### src/lss_pkg.sv
// shared constants and carrier types for the linear sensor scan timing block
package lss_pkg;
  localparam int unsigned CORE_CLK_HZ = 100_000_000;
  localparam int unsigned PIX_CLK_MAX_HZ = 10_000_000;
  localparam int unsigned PIX_CLK_MIN_CORE_CYC = CORE_CLK_HZ / PIX_CLK_MAX_HZ;
  localparam int unsigned PIX_TOTAL = 4096;
  localparam int unsigned PIX_EFFECTIVE = 4008;
  localparam int unsigned PIX_REF_EACH_END = 20;
  localparam int unsigned INT_EXTRA_PCLK = 48;
  localparam int unsigned FIRST_VIDEO_STROBE = 89;
  localparam int unsigned PIX_W = 16;
  localparam int unsigned FIFO_DEPTH = 16;
  localparam int unsigned IDX_W = 12;
  localparam int unsigned CNT_W = 13;
  localparam logic [CNT_W-1:0] LAST_STROBE = CNT_W'(FIRST_VIDEO_STROBE + PIX_TOTAL - 1);
  localparam logic [CNT_W-1:0] VIDEO_START_CNT = CNT_W'(FIRST_VIDEO_STROBE - 1);
  localparam logic [IDX_W-1:0] REF_LOW_END = IDX_W'(PIX_REF_EACH_END);
  localparam logic [IDX_W-1:0] REF_HIGH_START = IDX_W'(PIX_REF_EACH_END + PIX_EFFECTIVE);
  localparam logic [6:0] INT_EXTRA_CNT = 7'(INT_EXTRA_PCLK);

  typedef enum logic [1:0] {LSS_IDLE, LSS_ARMED, LSS_SHIFT} lss_state_e;

  typedef struct packed {
    logic [PIX_W-1:0] data;
    logic [IDX_W-1:0] index;
    logic reference;
    logic first_scan;
    logic underrun;
  } lss_video_s;
endpackage

### src/lss_fifo.sv
// parameterised valid/ready fifo used in the pixel path
`timescale 1ns/1ps
module lss_fifo #(
  parameter int unsigned WIDTH = 16,
  parameter int unsigned DEPTH = 16
) (
  input wire logic core_clk,
  input wire logic rstn,
  input wire logic in_valid,
  output logic in_ready,
  input wire logic [WIDTH-1:0] in_data,
  output logic out_valid,
  input wire logic out_ready,
  output logic [WIDTH-1:0] out_data
);
  localparam int unsigned AW = $clog2(DEPTH);

  typedef struct packed {
    logic [AW-1:0] wr_ptr;
    logic [AW-1:0] rd_ptr;
    logic [AW:0] count;
  } lss_fifo_st_s;

  lss_fifo_st_s st_ff;
  lss_fifo_st_s nxt_st;
  logic [WIDTH-1:0] mem [DEPTH];
  logic do_wr;
  logic do_rd;

  assign in_ready = st_ff.count != (AW+1)'(DEPTH);
  assign out_valid = st_ff.count != '0;
  assign out_data = mem[st_ff.rd_ptr];
  assign do_wr = in_valid & in_ready;
  assign do_rd = out_valid & out_ready;

  always_comb begin
    nxt_st = st_ff;
    if (do_wr) begin
      nxt_st.wr_ptr = (st_ff.wr_ptr == AW'(DEPTH - 1)) ? '0 : st_ff.wr_ptr + 1'b1;
    end
    if (do_rd) begin
      nxt_st.rd_ptr = (st_ff.rd_ptr == AW'(DEPTH - 1)) ? '0 : st_ff.rd_ptr + 1'b1;
    end
    nxt_st.count = st_ff.count + (AW+1)'(do_wr) - (AW+1)'(do_rd);
  end

  always_ff @(posedge core_clk or negedge rstn) begin
    if (!rstn) begin
      st_ff <= '0;
    end else begin
      st_ff <= nxt_st;
    end
  end

  // storage has no reset: contents only matter behind the pointers
  always_ff @(posedge core_clk) begin
    if (do_wr) begin
      mem[st_ff.wr_ptr] <= in_data;
    end
  end
endmodule // lss_fifo

### src/lss_scan_timing.sv
// scan timing generator and pixel readout sequencer of the linear sensor
//
// Contract
// - all readout timing comes from only the scan-begin pulse and pixel clock
// - pixel clock up to 10 MHz, one pixel delivered per pixel clock
// - line holds 4096 pixels: 20 reference each end, 4008 effective; the code tags the top 68 pixels (index 4028 up) as reference
// - all pixels integrate together over the same interval
// - integration lasts scan pulse high time plus 48 pixel clocks
// - shifting starts on first pixel clock rise after scan pulse falls
// - video is valid at the sample strobe rising edge
// - first video sample comes on strobe 89 after the falling edge
// - a digital sample strobe output marks when to capture video
`timescale 1ns/1ps
module lss_scan_timing (
  input wire logic core_clk,
  input wire logic rstn,
  input wire logic pixel_clk,
  input wire logic scan_begin_pulse,
  input wire logic array_valid,
  output logic array_ready,
  input wire logic [lss_pkg::PIX_W-1:0] array_data,
  output logic integrating,
  output logic sample_strobe,
  output logic scan_active,
  output logic video_valid,
  output lss_pkg::lss_video_s video
);
  // --------------------------------------------------------------
  // state
  // --------------------------------------------------------------
  typedef struct packed {
    lss_pkg::lss_state_e state;
    logic pclk_q;
    logic sbp_q;
    logic [lss_pkg::CNT_W-1:0] strobe_cnt;
    logic [6:0] int_cnt;
    logic integrating;
    logic strobe;
    logic vvalid;
    logic first_scan;
    lss_pkg::lss_video_s video;
  } lss_st_s;

  lss_st_s st_ff;
  lss_st_s nxt_st;
  logic pclk_rise;
  logic sbp_fall;
  logic sbp_rise;
  logic fifo_valid;
  logic fifo_pop;
  logic [lss_pkg::PIX_W-1:0] fifo_data;
  logic [lss_pkg::CNT_W-1:0] cnt_inc;
  logic [lss_pkg::IDX_W-1:0] pix_idx;

  // --------------------------------------------------------------
  // pixel buffer between the array and the video output
  // --------------------------------------------------------------
  lss_fifo #(
    .WIDTH(lss_pkg::PIX_W),
    .DEPTH(lss_pkg::FIFO_DEPTH)
  ) u_fifo (
    .core_clk(core_clk),
    .rstn(rstn),
    .in_valid(array_valid),
    .in_ready(array_ready),
    .in_data(array_data),
    .out_valid(fifo_valid),
    .out_ready(fifo_pop),
    .out_data(fifo_data)
  );

  // --------------------------------------------------------------
  // edge detection on the two control inputs
  // --------------------------------------------------------------
  // inputs are synchronous to core_clk, so one register is enough for edges
  assign pclk_rise = pixel_clk & ~st_ff.pclk_q;
  assign sbp_fall = st_ff.sbp_q & ~scan_begin_pulse;
  assign sbp_rise = ~st_ff.sbp_q & scan_begin_pulse;
  assign cnt_inc = st_ff.strobe_cnt + 1'b1;
  assign pix_idx = lss_pkg::IDX_W'(cnt_inc - lss_pkg::CNT_W'(lss_pkg::FIRST_VIDEO_STROBE));
  // one pixel leaves the buffer on each strobe inside the video window
  assign fifo_pop = (st_ff.state == lss_pkg::LSS_SHIFT) && pclk_rise
                    && (st_ff.strobe_cnt >= lss_pkg::VIDEO_START_CNT);

  // --------------------------------------------------------------
  // next state
  // --------------------------------------------------------------
  always_comb begin
    nxt_st = st_ff;
    nxt_st.pclk_q = pixel_clk;
    nxt_st.sbp_q = scan_begin_pulse;
    // strobe follows the pixel clock while shifting: one strobe per pixel clock
    if (!pixel_clk) begin
      nxt_st.strobe = 1'b0;
    end
    // shared integration window for the whole line
    if (scan_begin_pulse) begin
      nxt_st.integrating = 1'b1;
      nxt_st.int_cnt = '0;
    end else if (st_ff.integrating && pclk_rise) begin
      nxt_st.int_cnt = st_ff.int_cnt + 1'b1;
      if (st_ff.int_cnt + 1'b1 == lss_pkg::INT_EXTRA_CNT) begin
        nxt_st.integrating = 1'b0;
      end
    end
    unique case (st_ff.state)
      lss_pkg::LSS_IDLE, lss_pkg::LSS_SHIFT: begin
        if (st_ff.state == lss_pkg::LSS_SHIFT && pclk_rise) begin
          nxt_st.strobe = 1'b1;
          nxt_st.strobe_cnt = cnt_inc;
          if (fifo_pop) begin
            nxt_st.vvalid = 1'b1;
            nxt_st.video.data = fifo_data;
            nxt_st.video.index = pix_idx;
            nxt_st.video.reference = (pix_idx < lss_pkg::REF_LOW_END)
                                     || (pix_idx >= lss_pkg::REF_HIGH_START);
            nxt_st.video.first_scan = st_ff.first_scan;
            nxt_st.video.underrun = ~fifo_valid;
          end
          if (cnt_inc == lss_pkg::LAST_STROBE) begin
            nxt_st.state = lss_pkg::LSS_IDLE;
            nxt_st.first_scan = 1'b0;
          end
        end
        // a new scan pulse abandons any readout still running
        if (sbp_rise) begin
          nxt_st.state = lss_pkg::LSS_IDLE;
        end
        if (sbp_fall) begin
          nxt_st.state = lss_pkg::LSS_ARMED;
        end
      end
      lss_pkg::LSS_ARMED: begin
        if (scan_begin_pulse) begin
          nxt_st.state = lss_pkg::LSS_IDLE;
        end else if (pclk_rise) begin
          nxt_st.state = lss_pkg::LSS_SHIFT;
          nxt_st.strobe = 1'b1;
          nxt_st.strobe_cnt = {{(lss_pkg::CNT_W-1){1'b0}}, 1'b1};
        end else begin
          nxt_st.strobe_cnt = '0;
        end
      end
    endcase
    // video window ends one core cycle after the strobe that carries the last pixel
    if (nxt_st.state != lss_pkg::LSS_SHIFT && !fifo_pop) begin
      nxt_st.vvalid = 1'b0;
    end
  end

  always_ff @(posedge core_clk or negedge rstn) begin
    if (!rstn) begin
      st_ff <= '{state: lss_pkg::LSS_IDLE, first_scan: 1'b1, default: '0};
    end else begin
      st_ff <= nxt_st;
    end
  end

  assign integrating = st_ff.integrating;
  assign sample_strobe = st_ff.strobe;
  assign scan_active = st_ff.state == lss_pkg::LSS_SHIFT;
  assign video_valid = st_ff.vvalid;
  assign video = st_ff.video;
endmodule // lss_scan_timing

### config.mk
export PLATFORM = sky130hd
export DESIGN_NAME = lss_scan_timing
export DESIGN_NICKNAME = d
export VERILOG_FILES = /design/src/lss_pkg.sv /design/src/lss_fifo.sv /design/src/lss_scan_timing.sv
export SDC_FILE = /design/constraint.sdc
export NUM_CORES = 1
export LEC_CHECK = 0
export BUFFER_PORTS_ARGS = -buffer_cell sky130_fd_sc_hd__buf_2
export CAP_MARGIN = 40
export CORE_ASPECT_RATIO = 1.2
export CORE_MARGIN = 2
export CORE_UTILIZATION = 55
export CTS_CLUSTER_SIZE = 40
export DETAILED_ROUTE_END_ITERATION = 10
export PLACE_DENSITY = 0.72
export SYNTH_ARGS = -nofsm -noshare
export SYNTH_HDL_FRONTEND = slang
export SYNTH_SLANG_ARGS = --single-unit
### constraint.sdc
create_clock -name core_clk -period 3.7 [get_ports core_clk]
set_clock_uncertainty 0.2 [all_clocks]
set_input_delay 0.555 -clock core_clk [delete_from_list [all_inputs] [get_ports core_clk]]
set_output_delay 0.555 -clock core_clk [all_outputs]
set_load 0.02 [all_outputs]
# After elaboration in Yosys (flattened, before gate mapping)
# Memories as Yosys holds them, arrays and structs flattened.
# Cells that the tools add are included.
# totals
elab_cells	94
mem_count	1
reg_bits	72
ram_bits	256
out_inout_bits	36
# classes
magnitude_cmp	3
n_eq_ne	10
reduce_logical	19
bitwise	9
add_sub_neg	7
mux	28
# mem_list
name	depth	word_bits	rd	rd_clocked_by_memory_dff	write_ports	line	text
u_fifo.mem	16	16	1	0	1	lss_fifo.sv:26	logic [WIDTH-1:0] mem [DEPTH];
# ops
op	n
34-bit 2-to-1 mux	1
33-bit 2-to-1 mux	1
31-bit 2-to-1 mux	1
13-bit 2-to-1 mux	2
13-bit one-hot mux with 2 select lines	1
8-bit 2-to-1 mux	2
13-bit by 1-bit adder with 13-bit output, second input constant	1
13-bit equality test, second input constant	1
13-bit by 7-bit >= comparator with 1-bit output, second input constant	1
12-bit >= comparator, second input constant	1
12-bit by 5-bit < comparator with 1-bit output, second input constant	1
2-bit 2-to-1 mux	6
12-bit by 7-bit subtractor with 12-bit output, second input constant	1
1-bit 2-to-1 mux	10
2-bit nonzero test	5
3-bit AND reduction	3
4-bit by 1-bit adder with 4-bit output, second input constant	2
4-bit equality test, second input constant	2
4-bit 2-to-1 mux	2
7-bit by 1-bit adder with 7-bit output, second input constant	1
7-bit by 6-bit equality test with 1-bit output, second input constant	1
2-bit != test, second input constant	3
5-bit by 1-bit adder with 5-bit output	1
1-bit AND	5
14 further kinds	21

# Depth between registers and ports, before layout
# logic_depth
word_depth	11
mapped_depth	17

# Hierarchy
# From an unflattened synthesis, not the netlist that was laid out.
# unflattened
hier_cells	934
area_unflattened_um2	14422.6
# modules_own_cells
mod	instances	cells_per_inst	area_per_inst_um2
lss_fifo	1	554	10935.5
lss_scan_timing	1	380	3487.1

# Worst setup path after synthesis
# Ideal clock, no wire load.
# synth_timing
path_kind	flip-flop to flip-flop
from	register u_fifo.st_ff[2] (netlist name)
to	memory u_fifo.mem[3][0] (enable)
t_arrival_ps	2569
period_less_slack_ps	3199
required_time_ps	3070
slack_ps	501
stages_incl_launch_ff	6
path_buffers	0
setup_time_ps	430
cell_sequence	dfrtp_1 inv_1 ha_1 nand3_1 nand2_1 nor4_1
# synth_between
elab_chain_len	4
# synth_lines
element	line	text
from (decl)	lss_fifo.sv:24	lss_fifo_st_s st_ff;
from (signal assigned)	lss_fifo.sv:51	st_ff <= nxt_st;
5-bit != test	lss_fifo.sv:30	assign in_ready = st_ff.count != (AW+1)'(DEPTH);
via array_ready	lss_scan_timing.sv:20	output logic array_ready,
1-bit AND	lss_fifo.sv:33	assign do_wr = in_valid & in_ready;
1-bit 2-to-1 mux	lss_fifo.sv:57	if (do_wr) begin
1-bit 2-to-1 mux (not written as such)	lss_fifo.sv:58	mem[st_ff.wr_ptr] <= in_data;
to (decl)	lss_fifo.sv:26	
# The timed path passes the listed nets, and every way through them passes these cells.

# Final worst setup path
# layout_timing
from	register st_ff[42] (netlist name)
to	register st_ff (netlist bit video[2])
# layout_between
elab_chain_len	4
elab_cells_between_ends	8
# layout_lines
element	line	text
from (decl)	lss_scan_timing.sv:44	lss_st_s st_ff;
from (signal assigned)	lss_scan_timing.sv:155	st_ff <= nxt_st;
13-bit by 1-bit adder with 13-bit output	lss_scan_timing.sv:79	assign cnt_inc = st_ff.strobe_cnt + 1'b1;
12-bit by 7-bit subtractor with 12-bit output	lss_scan_timing.sv:80	assign pix_idx = lss_pkg::IDX_W'(cnt_inc - lss_pkg::CNT_W'(lss_pkg::FIRST_VIDEO_STROBE));
12-bit by 5-bit < comparator with 1-bit output / 12-bit >= comparator (equally long branches)	lss_scan_timing.sv:115, lss_scan_timing.sv:116	
1-bit logical OR	lss_scan_timing.sv:116	|| (pix_idx >= lss_pkg::REF_HIGH_START);
# Several ways; a longest one is shown, not always the timed one.
# A chain may end at the register's enable or synchronous reset.

==> run metrics <==
status complete, no violations; crit start category flip-flop; first-pass GRT wire length 45.4 mm; CTS Buf Count 34; Final Hold Viols 0; drt wl/cell 21.3 um; normalized max-slew margin 0.416; Netlist cell types 62; Area Overhead vs Synth 12.3%; arrival time worst endpoint 3530 ps; final setup vio count 0; critical path class reg -> reg; register bit total from synthesis 328; P per Cell Area 551 nW/um^2; vias post-DR 8028; die width 150 um; clk slew on worst S/H paths 60 ps; post-DP HPWL 17.9 mm; RD Place Congestion 0.889; WL met3 1.49 mm; vias in the first global route 7919; die area 26900 um^2; CTS tree built; IR drop worst, VDD 425 uV; total grt overflow 0; CP Launch Point st_ff[42]$_DFFE_PN0P_; crit path time final 3280 ps; R2R setup slack 420 ps; n_diodes 0; most used flip-flop cell after synthesis edfxtp_1; CTS Sinks 328; nets@finish 1051; CTS Root Cell clkbuf_16; Core Area 25400 um^2; initial antenna violation count 0; Initial Util 0.555; Critical-path top delay cell dfrtp_1; unrepaired setup endpoints after global routing false; Pins Over Slew Limit 0; number of port buffers 56; Synth Net Count 1005; synth warn 0; Critical Path RT 3950 ps; Leakage 5.43 nW; hold crit path type in -> reg; TNS Setup 0 ps; Slowest Stage Delay on Critical Path 650 ps; final clock period utilization by the worst path 0.887; reg2reg start st_ff[42]$_DFFE_PN0P_; Post-Syn Area 14100 um^2; chip height 179 um; largest net degree at the start of global routing 59; Async S/R FF share, synth 0.220; Metal-1 WL 11.6 mm; worst-path cell chain ha_1 -> and4_1 -> and3_1 -> xnor2_1 -> nand2_1 -> nor2_1 -> xor2_1 -> nor4bb_1 -> a221o_1; ANT nets after route 0; syn avg cell area 14.6 um^2; max-cap viol count 0; Layout Utilization 0.623; Ports 57; setup bufs post-CTS 0; share of cells above drive strength 1 0.198; Post-synth EDFFs 256; Avg Vias per Cell 5.86; worst r2r dst video[2]$_DFFE_PN0P_; Routed Wire Length 29.1 mm; CP Capture Type flip-flop; highest routed layer met4; DRC errors left 0; Pre-antenna DRT Iters 5; clk buf depth 3; Worst Tran Pin Value 869 ps; Min Hold Slack 82.7 ps; row count 64; post-synthesis sequential area ratio 0.673; worst r2r path cells 9; Syn Inst Count 968; DRT iter0 DRCs 629; H-tree depth 2; Crit Path Max Fanout 15; Total Routing Usage GR 0.225; Critical Path Sink video[2]$_DFFE_PN0P_; DR WL met2 15.3 mm; clk_lat worst skew 510 ps; FMAX 305 MHz
[state kept, by name, indices dropped and copies added, names as in the netlist]
signal and count:
integrating 1, sample_strobe 1, st_ff 25, u_fifo.st_ff 13, u_fifo.mem 256, video 31, video_valid 1
[final cells by class]
cell class | instances | area, um^2
fillers | 1858 | 9560
flip-flops and latches | 328 | 9490
multi-input cells | 526 | 4050
clock buffers | 51 | 956
repair buffers | 96 | 664
well taps | 330 | 413
clock inverters | 10 | 135
inverters | 28 | 105
[critical path, delay by kind of cell (launching register included)]
kind	cells	cell delay (ps)
AND/OR/NAND/NOR	5	1250
flip-flops	1	650
adder cells (fa/ha/maj)	1	540
XOR/XNOR	2	420
AO/OA/AOI/OAI	1	160
[report_power, final]
| group | internal (W) | switching [W] |
|---|---|---|
| Sequential | 0.00432 | 0.000156 |
| Clock | 0.00200 | 0.00134 |
| Combinational | 0.000318 | 0.000584 |
[how the worst min path moves through the flow]
stage / startpoint / endpoint / depth (start not counted)
5_1_grt: scan_begin_pulse / st_ff[55]$_DFF_PN0_ / 1
3_3_place_gp: video[5]$_DFFE_PN0P_ / video[5]$_DFFE_PN0P_ / 2
4_1_cts: scan_begin_pulse / st_ff[55]$_DFF_PN0_ / 1
2_1_floorplan: rstn / integrating$_DFFE_PN0P_ / 0
3_5_place_dp: video[10]$_DFFE_PN0P_ / video[10]$_DFFE_PN0P_ / 2
6_report: scan_begin_pulse / st_ff[55]$_DFF_PN0_ / 1
[cells in the final DEF (no fill, tap or decap), drive strengths merged, types with 2 or more instances in the layout]
cell type / instances
dlygate4sd3: 2
nor3b: 4
inv: 28
clkinv: 5
mux4: 32
a31o: 2
clkinvlp: 2
a211oi: 2
o22ai: 2
nor4: 5
nand2: 83
and2: 8
xor2: 14
nor2b: 4
dfrtp: 71
o31ai: 9
o221ai: 32
mux2: 7
nor3: 15
a21o: 3
bufinv: 3
nand4: 5
a21oi: 14
a31oi: 3
nand4b: 2
o21ai: 69
o21a: 2
buf: 94
and3: 2
mux2i: 67
nand3: 22
nand2b: 8
clkbuf: 51
o41ai: 3
ha: 15
xnor2: 15
edfxtp: 256
nor2: 61
[kinds of logic after synthesis]
logic type,share of synthesized area
AO/OA/AOI/OAI,0.0710
flip-flops,0.673
multiplexers,0.104
AND/OR/NAND/NOR,0.0756
adder cells (fa/ha/maj),0.0147
XOR/XNOR,0.0180
buffers and inverters,0.0429
[through the flow]
| step | area [um^2] | total power (W) | setup slack [ps] | cells |
|---|---|---|---|---|
| floorplan | 14100 | 0.00507 | 501 | 968 |
| global placement | 14700 | 0.00540 | 529 | 1302 |
| detailed placement | 14700 | 0.00546 | 409 | 1306 |
| CTS | 15800 | 0.00879 | 389 | 1369 |
| global route | 15800 | 0.00907 | 129 | 1369 |
| finish | 15800 | 0.00872 | 417 | 1369 |
[timing repair]
item | CTS | global route
hold buffers | 2 | 0
gates resized for setup | 0 | 0
hold endpoints to repair | 36 | 0
[synthesized netlist by cell type (2+ instances only)]
master    instances  area (um^2)
o21ai_0          67          335
xor2_1           14          123
o221ai_1         32          280
xnor2_1          15          131
buf_4            36          270
and2_1            8         50.1
a31oi_1           2         12.5
o31ai_1           8         60.1
o21a_1            2         15.0
mux4_2           32          721
nand4_1           5         31.3
nor4_1            4         25.0
nand4b_1          2         17.5
buf_2            15         75.1
nand2_1          83          312
mux2i_1          67          671
nand2b_1          8         50.1
nor2_1           61          229
and3_1            2         12.5
nor3b_1           4         30.0
nor2b_1           4         25.0
o22ai_1           2         12.5
a21oi_1          13         65.1
ha_1             15          188
buf_6             3         33.8
nor3_1           15         75.1
a31o_2            2         17.5
a21o_1            3         22.5
buf_1             6         22.5
nand3_1          21          105
clkbuf_1         26         97.6
a211oi_2          2         25.0
inv_1            27          101
edfxtp_1        256         7690
mux2_2            7         78.8
dfrtp_1          71         1780
o41ai_1           3         26.3
[layer usage]
| layer | track usage | vias to the layer above |
|---|---|---|
| met5 | 0 | - |
| met4 | 0.0688 | 0 |
| met3 | 0.0344 | 47 |
| met2 | 0.404 | 227 |
| met1 | 0.285 | 4048 |
| li1 | - | 3706 |
Note: power is estimated with default switching activity, not from simulation.
